`src/rtl/slt_defines.svh`:
```
`ifndef SLT_DEFINES_SVH
`define SLT_DEFINES_SVH
// ----------------------------------------
// Timing
// ----------------------------------------
`define SLT_CLK_KHZ 20000
`define SLT_DEB_MS 30
`define SLT_DEB_CYC (`SLT_DEB_MS * `SLT_CLK_KHZ)
`define SLT_TICK_MS 10
`define SLT_TICK_CYC (`SLT_TICK_MS * `SLT_CLK_KHZ)
`define SLT_PULSE_MS 10
`define SLT_PULSE_CYC (`SLT_PULSE_MS * `SLT_CLK_KHZ)
`define SLT_SHORT_TICKS 5'h05
`define SLT_ARM_OFF 7'h0d
`define SLT_SFLASH_ON 7'h0d
`define SLT_FEW_ON 9'h005
`define SLT_RUN_LAST 3'h4
// ----------------------------------------
// Register map
// ----------------------------------------
`define SLT_OFF_CTRL 4'h0
`define SLT_OFF_STAT 4'h4
`define SLT_CTRL_RST 5'h00
`define SLT_CTRL_LOGGER 0
`define SLT_CTRL_RISING 1
`define SLT_CTRL_DEFER 2
`define SLT_CTRL_STOP 3
`define SLT_CTRL_PULSE 4
`endif

```
`src/rtl/slt_pkg.sv`:
```
package slt_pkg;
	// Gray order along idle, armed, logging, stopped
	typedef enum logic [1:0]
	{
		slt_idle = 2'h0,
		slt_armed = 2'h1,
		slt_logging = 2'h3,
		slt_stopped = 2'h2
	} slt_log_t;
endpackage

```
`src/rtl/slt_status.sv`:
```
// Local design decisions: the register offsets and the Avalon-MM slave port.
`timescale 1ns/1ps
`include "slt_defines.svh"
// Operation
// - Interface mode: channel yellow LED short-flashes on each message sent or received.
// - Interface mode: error passive blinks channel LED and red LED.
// - Interface mode: bus off blinks channel LED and red LED slowly.
// - Interface mode: orange LED short-flashes on error frames from either channel.
// - Logger fault: red steady, orange repeats one to five flashes by fault kind.
// - Armed waiting for trigger: green 90 percent on, 10 percent off.
// - Actively logging traffic: green flashes.
// - Stopped by trigger: leave bus, green blinks slowly 50/50.
// - Talking to configuration tool: running light across all LEDs.
// - Disk activity in configuration mode: orange LED blinks.
// - No disk and no USB: all LEDs blink slowly together.
// - Logger without USB: green flashes once every few seconds.
// - Firmware configuration error: green flashes, red steady.
// - Trigger edge selectable: falling fires on grounding, rising on release.
// - Trigger debounced; level must persist about 30 ms, shorter pulses ignored.
// - Optional output pulse on trigger line when enabled.
// - Logger starts at power-up or waits for trigger, per configuration.
// - Interface mode: green steady while connected.
// - Logger mode: channel LED lights on that channel's traffic.
// - Waiting for USB: green flashes slowly; steady once connected. Here in interface mode only; an idle logger short-flashes green even with USB.
module slt_status #(
	parameter int DEB_CYC = `SLT_DEB_CYC,
	parameter int TICK_CYC = `SLT_TICK_CYC,
	parameter int PULSE_CYC = `SLT_PULSE_CYC
)(
	// Clock and reset
	input wire logic clk,
	input wire logic rst_n,
	// Register bus
	input wire logic [3:0] address,
	input wire logic read,
	input wire logic write,
	input wire logic [3:0] byteenable,
	input wire logic [31:0] writedata,
	output logic [31:0] readdata,
	output logic waitrequest,
	// Internal conditions
	input wire logic [1:0] can_act,
	input wire logic [1:0] err_passive,
	input wire logic [1:0] bus_off,
	input wire logic err_frame,
	input wire logic [2:0] fault_code,
	input wire logic fw_cfg_err,
	input wire logic tool_link,
	input wire logic disk_busy,
	input wire logic disk_present,
	input wire logic usb_link,
	// Trigger pins
	input wire logic trig_pin,
	output logic trig_out,
	// Logging control
	output slt_pkg::slt_log_t log_state,
	output logic off_bus,
	// Indicators
	output logic power_status_led,
	output logic first_channel_led,
	output logic second_channel_led,
	output logic error_led,
	output logic transient_led_a
);
	import slt_pkg::*;

	// ----------------------------------------
	// Register bus
	// ----------------------------------------
	logic ack;
	logic [4:0] ctrl;
	logic [4:0] leds;
	logic trig_s1, trig_s2, deb_lvl, deb_prev;
	wire req = read | write;
	wire sel_ctrl = address == `SLT_OFF_CTRL;
	wire sel_stat = address == `SLT_OFF_STAT;
	wire ctrl_we = write & ack & sel_ctrl & byteenable[0];
	wire [31:0] stat_word = {23'h000000, leds, trig_out, deb_lvl, log_state};
	wire [31:0] rd_mux = sel_ctrl ? {27'h0000000, ctrl} : (sel_stat ? stat_word : 32'h00000000);
	wire ctrl_logger = ctrl[`SLT_CTRL_LOGGER];
	wire ctrl_rising = ctrl[`SLT_CTRL_RISING];
	wire ctrl_defer = ctrl[`SLT_CTRL_DEFER];
	wire ctrl_stop = ctrl[`SLT_CTRL_STOP];
	wire ctrl_pulse = ctrl[`SLT_CTRL_PULSE];

	// One wait cycle; unmapped reads give zero
	assign waitrequest = req & ~ack;

	always_ff @(posedge clk)
	begin
		if (!rst_n)
		begin
			ack <= 1'b0;
			readdata <= 32'h00000000;
			ctrl <= `SLT_CTRL_RST;
		end
		else
		begin
			ack <= req & ~ack;
			if (read & ~ack)
				readdata <= rd_mux;
			if (ctrl_we)
				ctrl <= writedata[4:0];
		end
	end

	// ----------------------------------------
	// Trigger input
	// ----------------------------------------
	logic [19:0] deb_cnt;
	wire deb_done = deb_cnt == 20'(DEB_CYC - 1);
	wire trig_fire = (deb_prev != deb_lvl) && (deb_lvl == ctrl_rising);

	// Open input reads high, so idle level is one
	always_ff @(posedge clk)
	begin
		if (!rst_n)
		begin
			trig_s1 <= 1'b1;
			trig_s2 <= 1'b1;
			deb_lvl <= 1'b1;
			deb_prev <= 1'b1;
			deb_cnt <= 20'h00000;
		end
		else
		begin
			trig_s1 <= trig_pin;
			trig_s2 <= trig_s1;
			deb_prev <= deb_lvl;
			if (trig_s2 == deb_lvl)
				deb_cnt <= 20'h00000;
			else if (deb_done)
			begin
				deb_lvl <= trig_s2;
				deb_cnt <= 20'h00000;
			end
			else
				deb_cnt <= deb_cnt + 20'h00001;
		end
	end

	a_deb_persist: assert property (@(posedge clk) disable iff (!rst_n)
		(deb_lvl != $past(deb_lvl)) |-> $past(deb_done))
		else $error("debounced level changed early");
	a_trig_edge: assert property (@(posedge clk) disable iff (!rst_n)
		trig_fire |-> $past(trig_s2) == ctrl_rising && $past(deb_lvl) != ctrl_rising)
		else $error("trigger on wrong edge");

	// ----------------------------------------
	// Logging state
	// ----------------------------------------
	slt_log_t next_log;
	slt_log_t step_log;
	wire log_go = ctrl_logger && fault_code == 3'h0 && !fw_cfg_err;

	always_comb
	begin
		step_log = log_state;
		unique case (log_state)
			slt_idle:
				if (log_go)
					step_log = ctrl_defer ? slt_armed : slt_logging;
			slt_armed:
				if (trig_fire)
					step_log = slt_logging;
			slt_logging:
				if (trig_fire && ctrl_stop)
					step_log = slt_stopped;
			slt_stopped:
				step_log = slt_stopped;
		endcase
	end

	assign next_log = ctrl_logger ? step_log : slt_idle;

	always_ff @(posedge clk)
	begin
		if (!rst_n)
		begin
			log_state <= slt_idle;
			off_bus <= 1'b0;
		end
		else
		begin
			log_state <= next_log;
			off_bus <= next_log == slt_stopped;
		end
	end

	a_arm_start: assert property (@(posedge clk) disable iff (!rst_n)
		(log_state == slt_idle && log_go) |=> log_state == ($past(ctrl_defer) ? slt_armed : slt_logging))
		else $error("logging start choice wrong");
	a_stop_off_bus: assert property (@(posedge clk) disable iff (!rst_n)
		(log_state == slt_logging && trig_fire && ctrl_stop && ctrl_logger)
		|=> log_state == slt_stopped && off_bus)
		else $error("trigger stop did not leave bus");

	// ----------------------------------------
	// Trigger output pulse
	// ----------------------------------------
	logic [19:0] pulse_cnt;
	wire [19:0] next_pulse = (trig_fire && ctrl_pulse) ? 20'(PULSE_CYC) :
		(pulse_cnt != 20'h00000 ? pulse_cnt - 20'h00001 : 20'h00000);

	always_ff @(posedge clk)
	begin
		if (!rst_n)
		begin
			pulse_cnt <= 20'h00000;
			trig_out <= 1'b0;
		end
		else
		begin
			pulse_cnt <= next_pulse;
			trig_out <= next_pulse != 20'h00000;
		end
	end

	a_pulse_fire: assert property (@(posedge clk) disable iff (!rst_n)
		(trig_fire && ctrl_pulse) |=> trig_out [*2])
		else $error("trigger pulse missing");

	// ----------------------------------------
	// Pattern timebase
	// ----------------------------------------
	// Single 10 ms tick feeds every pattern, so all periods stay locked
	logic [19:0] tick_cnt;
	logic [8:0] ph;
	logic [2:0] run_idx;
	wire tick = tick_cnt == 20'(TICK_CYC - 1);
	wire run_step = tick && ph[4:0] == 5'h1f;
	wire p_flash = ph[3];
	wire p_blink = ph[4];
	wire p_slow = ph[6];
	wire p_sflash = ph[6:0] < `SLT_SFLASH_ON;
	wire p_arm = ph[6:0] >= `SLT_ARM_OFF;
	wire p_few = ph[8:0] < `SLT_FEW_ON;
	wire p_group = (ph[8:5] < {1'b0, fault_code}) && !ph[4];

	always_ff @(posedge clk)
	begin
		if (!rst_n)
		begin
			tick_cnt <= 20'h00000;
			ph <= 9'h000;
			run_idx <= 3'h0;
		end
		else
		begin
			tick_cnt <= tick ? 20'h00000 : tick_cnt + 20'h00001;
			if (tick)
				ph <= ph + 9'h001;
			if (run_step)
				run_idx <= (run_idx == `SLT_RUN_LAST) ? 3'h0 : run_idx + 3'h1;
		end
	end

	// ----------------------------------------
	// Short-flash stretchers
	// ----------------------------------------
	// Back-to-back events keep the LED lit, so heavy load looks steady
	wire [2:0] ev = {err_frame, can_act};
	logic [2:0] st_on;

	for (genvar i = 0; i < 3; i++)
	begin : g_st
		logic [4:0] st;
		always_ff @(posedge clk)
		begin
			if (!rst_n)
				st <= 5'h00;
			else if (ev[i])
				st <= `SLT_SHORT_TICKS;
			else if (tick && st != 5'h00)
				st <= st - 5'h01;
		end
		assign st_on[i] = st != 5'h00;
		a_flash_stretch: assert property (@(posedge clk) disable iff (!rst_n)
			ev[i] |=> st_on[i] [*3])
			else $error("event flash not stretched");
	end

	// ----------------------------------------
	// Indicator selection
	// ----------------------------------------
	wire lost = !disk_present && !usb_link;
	wire tool = tool_link && !lost;
	wire fwe = fw_cfg_err && !lost && !tool;
	wire fault = fault_code != 3'h0;
	logic [1:0] chan_nxt;

	// Bus off over error passive over traffic
	for (genvar c = 0; c < 2; c++)
	begin : g_ch
		wire iface = bus_off[c] ? p_slow : (err_passive[c] ? p_blink : st_on[c]);
		assign chan_nxt[c] = ctrl_logger ? st_on[c] : iface;
	end

	wire err_if = (|bus_off) ? p_slow : ((|err_passive) & p_blink);
	wire err_norm = ctrl_logger ? fault : err_if;
	wire transient_led_a_norm = ctrl_logger ? (fault & p_group) : st_on[2];
	wire grn_if = usb_link ? 1'b1 : p_sflash;
	logic grn_log;

	always_comb
	begin
		unique case (log_state)
			slt_armed: grn_log = p_arm;
			slt_logging: grn_log = p_flash;
			slt_stopped: grn_log = p_slow;
			slt_idle: grn_log = usb_link ? p_sflash : p_few;
		endcase
	end

	wire grn_norm = ctrl_logger ? grn_log : grn_if;
	// Order {green, ch1, ch2, red, orange}
	wire [4:0] run_leds = 5'h10 >> run_idx;
	wire [4:0] tool_leds = {run_leds[4:1], disk_busy ? p_blink : run_leds[0]};
	wire [4:0] norm_leds = {grn_norm, chan_nxt[0], chan_nxt[1], err_norm, transient_led_a_norm};
	wire [4:0] fwe_leds = {p_flash, chan_nxt[0], chan_nxt[1], 1'b1, transient_led_a_norm};
	wire [4:0] next_leds = lost ? {5{p_slow}} : (tool ? tool_leds : (fwe ? fwe_leds : norm_leds));

	always_ff @(posedge clk)
	begin
		if (!rst_n)
			leds <= 5'h00;
		else
			leds <= next_leds;
	end

	assign power_status_led = leds[4];
	assign first_channel_led = leds[3];
	assign second_channel_led = leds[2];
	assign error_led = leds[1];
	assign transient_led_a = leds[0];

	a_all_slow: assert property (@(posedge clk) disable iff (!rst_n)
		lost |=> leds == {5{$past(p_slow)}})
		else $error("lost disk pattern wrong");
	a_passive_blink: assert property (@(posedge clk) disable iff (!rst_n)
		(!lost && !tool && !fwe && !ctrl_logger && err_passive[0] && bus_off == 2'h0)
		|=> first_channel_led == $past(p_blink) && error_led == $past(p_blink))
		else $error("error passive blink wrong");
	a_busoff_slow: assert property (@(posedge clk) disable iff (!rst_n)
		(!lost && !tool && !fwe && !ctrl_logger && bus_off[1])
		|=> second_channel_led == $past(p_slow) && error_led == $past(p_slow))
		else $error("bus off blink wrong");
	a_fault_red: assert property (@(posedge clk) disable iff (!rst_n)
		(!lost && !tool && ctrl_logger && fault)
		|=> error_led && transient_led_a == $past(p_group))
		else $error("logger fault pattern wrong");
	a_armed_green: assert property (@(posedge clk) disable iff (!rst_n)
		(!lost && !tool && !fwe && ctrl_logger && log_state == slt_armed)
		|=> power_status_led == $past(p_arm))
		else $error("armed duty pattern wrong");
	a_iface_green: assert property (@(posedge clk) disable iff (!rst_n)
		(!lost && !tool && !fwe && !ctrl_logger && usb_link) |=> power_status_led)
		else $error("interface green not steady");
endmodule

```
`config.mk`:
```
export PLATFORM = sky130hd
export DESIGN_NAME = slt_status
export DESIGN_NICKNAME = d
export VERILOG_FILES = /design/src/rtl/slt_pkg.sv /design/src/rtl/slt_status.sv
export VERILOG_INCLUDE_DIRS = /design/src /design/src/rtl
export SDC_FILE = /design/constraint.sdc
export NUM_CORES = 1
export LEC_CHECK = 0
export BUFFER_PORTS_ARGS = -buffer_cell sky130_fd_sc_hd__buf_2
export CAP_MARGIN = 20
export CORE_MARGIN = 4
export CORE_UTILIZATION = 51
export CTS_CLUSTER_SIZE = 8
export DETAILED_ROUTE_END_ITERATION = 16
export PLACE_DENSITY_LB_ADDON = 0.3
export SYNTH_ARGS = -nofsm -noshare
export SYNTH_HDL_FRONTEND = slang
export SYNTH_SLANG_ARGS = --single-unit
```
`constraint.sdc`:
```
create_clock -name clk -period 2.3 [get_ports clk]
set_clock_uncertainty 0.2 [all_clocks]
set_input_delay 0.345 -clock clk [delete_from_list [all_inputs] [get_ports clk]]
set_output_delay 0.345 -clock clk [all_outputs]
set_load 0.03 [all_outputs]
```
== Word-level counts from Yosys, hierarchy flattened ==
Index checks and enable logic that the tools add are counted.

* Register bits: 138
* Bits in latches: 0
* RAM bits: 0
* ROM bits: 0
* Input port bits: 60
* Output and inout port bits: 42
* Word-level logic and storage cells: 132
* Memories kept: 0

* $add $sub $neg: 8
* Multiply operators: 0
* Divide/modulo/power cells: 0
* Magnitude comparators: 4
* Equal/unequal tests: 12
* Shift-type cells: 1
* Mux-type cells: 34
* Bitwise operators: 11
* Reduce and logical (&&, ||, !) cells: 40

{| class="wikitable"
|+ Operators with widths
! kind !! number
|-
| $add A20 B1 Y20 const B || 2
|-
| $mux W20 || 2
|-
| $reduce_bool A20 Y1 || 2
|-
| $mux W3 || 7
|-
| $eq A20 B18 Y1 const B || 1
|-
| $eq A20 B20 Y1 const B || 1
|-
| $sub A20 B1 Y20 const B || 1
|-
| $mux W9 || 2
|-
| $mux W5 || 3
|-
| $reduce_bool A5 Y1 || 3
|-
| $sub A5 B1 Y5 const B || 3
|-
| $logic_and A1 B1 Y1 || 14
|-
| $mux W1 || 13
|-
| $reduce_or A2 Y1 || 6
|-
| $mux W2 || 5
|-
| $add A9 B1 Y9 const B || 1
|-
| $lt A9 B3 Y1 const B || 1
|-
| $pmux W2 S4 || 1
|-
| $and A1 B1 Y1 || 7
|-
| $ge A7 B4 Y1 const B || 1
|-
| $lt A7 B4 Y1 const B || 1
|-
| $eq A2 B2 Y1 const B || 3
|-
| $logic_not A1 Y1 || 6
|-
| $reduce_bool A2 Y1 || 3
|-
| other kinds (18) || 21
|}

== Longest topological paths before layout ==
* Depth in word-level cells: 9
* Depth in mapped cells: 9
* Mapped depth without buffers: 8

== Least setup slack after synthesis ==
No wires, ideal clock.

* Kind: register -> register
* Start point: reg tick_cnt[7]
* End point: reg ph[3]
* Library setup time: 0.115 ns
* Arrival time: 2.032 ns
* Required time: 1.985 ns
* Setup slack: -0.046 ns
* Cell stages (with the launch flop): 8
* Path buffers: 1
* Clock period less this slack: 2.346 ns
* Cells stage by stage: dfxtp_1 -> or4_1 -> or4_1 -> buf_6 -> nor2_4 -> nand4_1 -> xnor2_1 -> and2_1

* Word-level cells in the longest chain between the ends: 1

{| class="wikitable"
|+ Ends and longest elaborated chain
! what !! RTL line !! text
|-
| start, declared || slt_status.sv:227 || <nowiki>logic [19:0] tick_cnt;</nowiki>
|-
| start signal, assigned || slt_status.sv:250 || <nowiki>tick_cnt <= tick ? 20'h00000 : tick_cnt + 20'h00001;</nowiki>
|-
| $eq A20 B18 Y1 || slt_status.sv:230 || <nowiki>wire tick = tick_cnt == 20'(TICK_CYC - 1);</nowiki>
|-
| end signal, assigned || slt_status.sv:252 || <nowiki>ph <= ph + 9'h001;</nowiki>
|-
| end, declared || slt_status.sv:228 || <nowiki>logic [8:0] ph;</nowiki>
|}

Every way passes these cells.
A chain may end at the register's enable or synchronous reset.

== Worst setup path in the final report ==
* Start point: reg tick_cnt[19]
* End point: reg g_st[0].st[2]

* Word-level cells in the longest chain between the ends: 3

{| class="wikitable"
|+ Ends and longest elaborated chain
! what !! RTL line !! text
|-
| $eq A20 B18 Y1 || slt_status.sv:230 ||
|-
| $logic_and A1 B1 Y1 || slt_status.sv:274 || <nowiki>else if (tick && st != 5'h00)</nowiki>
|-
| $reduce_bool A2 Y1 (no line) || - ||
|-
| end signal, assigned || slt_status.sv:273 || <nowiki>st <= `SLT_SHORT_TICKS;</nowiki>
|-
| end signal, assigned || slt_status.sv:275 || <nowiki>st <= st - 5'h01;</nowiki>
|-
| end, declared || slt_status.sv:267 || <nowiki>logic [4:0] st;</nowiki>
|}

Every way passes these cells.

==> impl_metrics.py <==
metrics = {
    "run_status": {
        "outcome": "finished with violations",
        "violations": "negative setup slack",
    },
    "sta": {
        "hold_ws_ns": 0.0611,
        "setup_ws_ns": -0.174,
        "hold_viol_final": 0,
        "max_freq_mhz": 404,
        "rsz0062_at_grt": "true",
        "slew_viol_final": 0,
        "period_needed_ns": 2.47,
        "worst_pin_slew_ns": 0.658,
        "period_share": 1.08,
        "slew-limit-headroom": 0.560,
        "setup_viol": 23,
    },
    "logic_synthesis": {
        "synth_top_flop_cell": "dfxtp_1",
        "yosysWarnings": 0,
        "synthCells": 671,
        "synth_area_mm2": 0.00568,
        "synth-async-reset-ratio": 0,
        "ys_types": 63,
        "synth_edf_count": 0,
        "avgSynthCellArea_um2": 8.46,
        "synth-seq-cells": 115,
        "ys_seq_area_frac": 0.405,
    },
    "floorplan": {
        "dieArea_mm2": 0.0129,
        "io_pins": 102,
        "die_h_um": 114,
        "dieWidth_um": 114,
        "start_util": 0.521,
        "core-area_mm2": 0.0109,
        "placementRows": 38,
    },
    "clock_network": {
        "cts_root_buffer": "clkbuf_8",
        "htree_levels": 4,
        "clk_latency_ns": 0.52,
        "cts_sinks": 115,
        "cts_made_buffers": 17,
        "clk_path_buf_depth": 2,
        "clkTransAtPathRegs_ns": 0.06,
        "cts_tree": "yes",
    },
    "placed_design": {
        "place_inst": 886,
        "portBuffers": 48,
        "gp_congestion": 0.873,
        "place_hpwl_mm": 9.31,
    },
    "global_route": {
        "antenna_found_initial": 1,
        "grt_max_degree": 25,
        "overflow": 0,
        "grt_util_all_layers": 0.220,
        "grt_pass1_wl_mm": 22.9,
        "grt_pass1_vias": 4876,
    },
    "worst_setup_path": {
        "cp_num_buf_inv": 1,
        "cp-start-kind": "register",
        "end_kind": "register",
        "crit_family": "simple AND/OR/NAND/NOR gates",
        "cp.required_ns": 2.55,
        "ff2ff_path_depth": 7,
        "cpPeakStageDelay_ns": 0.59,
        "crit_cells": 7,
        "critPathMaxFanout": 5,
        "crit_chain": "or4_1 -> or4_4 -> buf_6 -> nor3_4 -> nand2_2 -> xor2_1 -> a21oi_1",
        "cp.arrival_ns": 2.72,
        "slowest_stage": "or4_4",
        "worstSetupPathType": "register to register",
    },
    "power_and_ir_drop": {
        "ir_drop_mv": 0.813,
        "p_leak_uw": 0.00293,
        "total_power_uw": 7030,
        "power.density_mw_per_mm2": 973,
    },
    "route": {
        "routed_wl_mm": 13.6,
        "drt-pass1-iter-count": 6,
        "ant_nets": 0,
        "wl_per_cell_um": 14.4,
        "drtIter0Drc": 410,
        "vias": 5055,
        "drt-vias-per-instance": 5.37,
        "drcViolationCount": 0,
    },
    "final_layout": {
        "num-nets-final": 865,
        "syn_to_final_growth_pct": 27.1,
        "final_cell_mix": "dfxtp_1, nor2_1, buf_4",
        "layout_commonest_cell": "dfxtp_1",
        "stdcell_count": 942,
        "drive_above_1_share": 0.222,
        "antenna_cells": 0,
    },
    "job": {
        "cap_violations": 0,
    },
    "min_path": {
        "hold_depth": 4,
        "hp-class": "input port to register",
    },
}
## worst reg2reg max path: stages (launching register included)
cell and delay [ns]:
dfxtp_1 0.31, or4_1 0.51, or4_4 0.59, buf_6 0.17, nor3_4 0.21, nand2_2 0.08
xor2_1 0.14, a21oi_1 0.18
## sequential cells by signal (all words and copies together), names as in the netlist, 2 cells and up
name	cells
readdata	9
deb_cnt	20
log_state	2
g_st.st	15
run_idx	3
ph	9
ctrl	5
pulse_cnt	20
leds	5
tick_cnt	20
## routing by layer
metal	part of all wire	GRT usage	up-vias
met5	0.00052	0	-
met4	0.019	0.0689	2
li1	-	-	2522
met2	0.49	0.378	149
met1	0.44	0.268	2349
met3	0.057	0.0605	33
## per-stage QoR
step | util | setup slack, ns | setup TNS (ns) | cell area [µm²]
after global routing | 0.663 | -0.222 | -3.83 | 7220
final | 0.663 | -0.174 | -1.88 | 7220
after detailed placement | 0.579 | -0.217 | -2.58 | 6300
after CTS | 0.656 | -0.157 | -1.54 | 7140
after floorplan | - | -0.0257 | -0.0679 | 5770
after global placement | 0.579 | -0.162 | -1.91 | 6300
## worst paths after layout
check | startpoint | endpoint | slack, ns
worst max-delay path | tick_cnt[19] | g_st[0].st[2] | -0.17
worst min-delay path | usb_link | leds[4] | 0.06
worst max register to register | tick_cnt[19] | g_st[0].st[2] | -0.17
worst min register to register | trig_s1 | trig_s2 | 0.21
## power by group
group	switching (µW)	internal [µW]	total, µW
sequential	151	2160	2310
clock	928	1600	2520
combinational	1150	1040	2190
total	2230	4790	7030
## cells by family after synthesis
group,share of synthesized area
xor gates and xnor gates,0.100
and+or+nand+nor,0.272
AOI/OAI and AO/OA,0.0996
DFF,0.405
muxes,0.0196
other,0.000660
adders and majority gates,0.0353
buffers and inverters,0.0668
## repair_timing
action | 4_1_cts | 5_1_grt
hold endpoints to repair | 28 | 0
pin swaps | 24 | 17
gates resized for setup | 14 | 13
setup endpoints to repair | 24 | 37
setup buffers | 5 | 2
hold buffers | 17 | 0
## cell type report
cell class / instances / area, µm²
Multi-Input combinational cell: 505 / 3180
Fill cell: 896 / 3670
Clock buffer: 20 / 445
Clock inverter: 12 / 133
Timing Repair Buffer: 123 / 877
Tap cell: 140 / 175
Sequential cell: 115 / 2310
Inverter: 27 / 101
## synthesized netlist by cell type (all sizes together) (2+ instances only)
cell / count / area, µm²
xnor2: 29 / 254
a21oi: 34 / 170
or4b: 2 / 20.0
or4: 5 / 37.5
nor2b: 4 / 25.0
a221oi: 5 / 43.8
nor4: 8 / 56.3
ha: 16 / 200
nand2: 53 / 206
nand4: 13 / 81.3
clkbuf: 17 / 63.8
and3: 10 / 62.6
or2: 4 / 25.0
o31ai: 3 / 22.5
a311oi: 3 / 26.3
xor2: 36 / 315
and4: 3 / 26.3
a211oi: 7 / 52.6
dfxtp: 115 / 2300
nor4b: 3 / 26.3
mux2i: 10 / 100
or3: 6 / 37.5
buf: 29 / 214
o41ai: 2 / 17.5
and2: 7 / 43.8
nand3: 26 / 130
inv: 27 / 101
nand3b: 4 / 30.0
nand4b: 5 / 43.8
nor3b: 3 / 22.5
o211ai: 4 / 30.0
a31oi: 3 / 18.8
o221ai: 2 / 17.5
nand2b: 8 / 50.1
o311ai: 2 / 17.5
nor3: 23 / 149
o21ai: 16 / 80.1
nor2: 108 / 413
No activity file was read; power rests on OpenSTA's default activity.
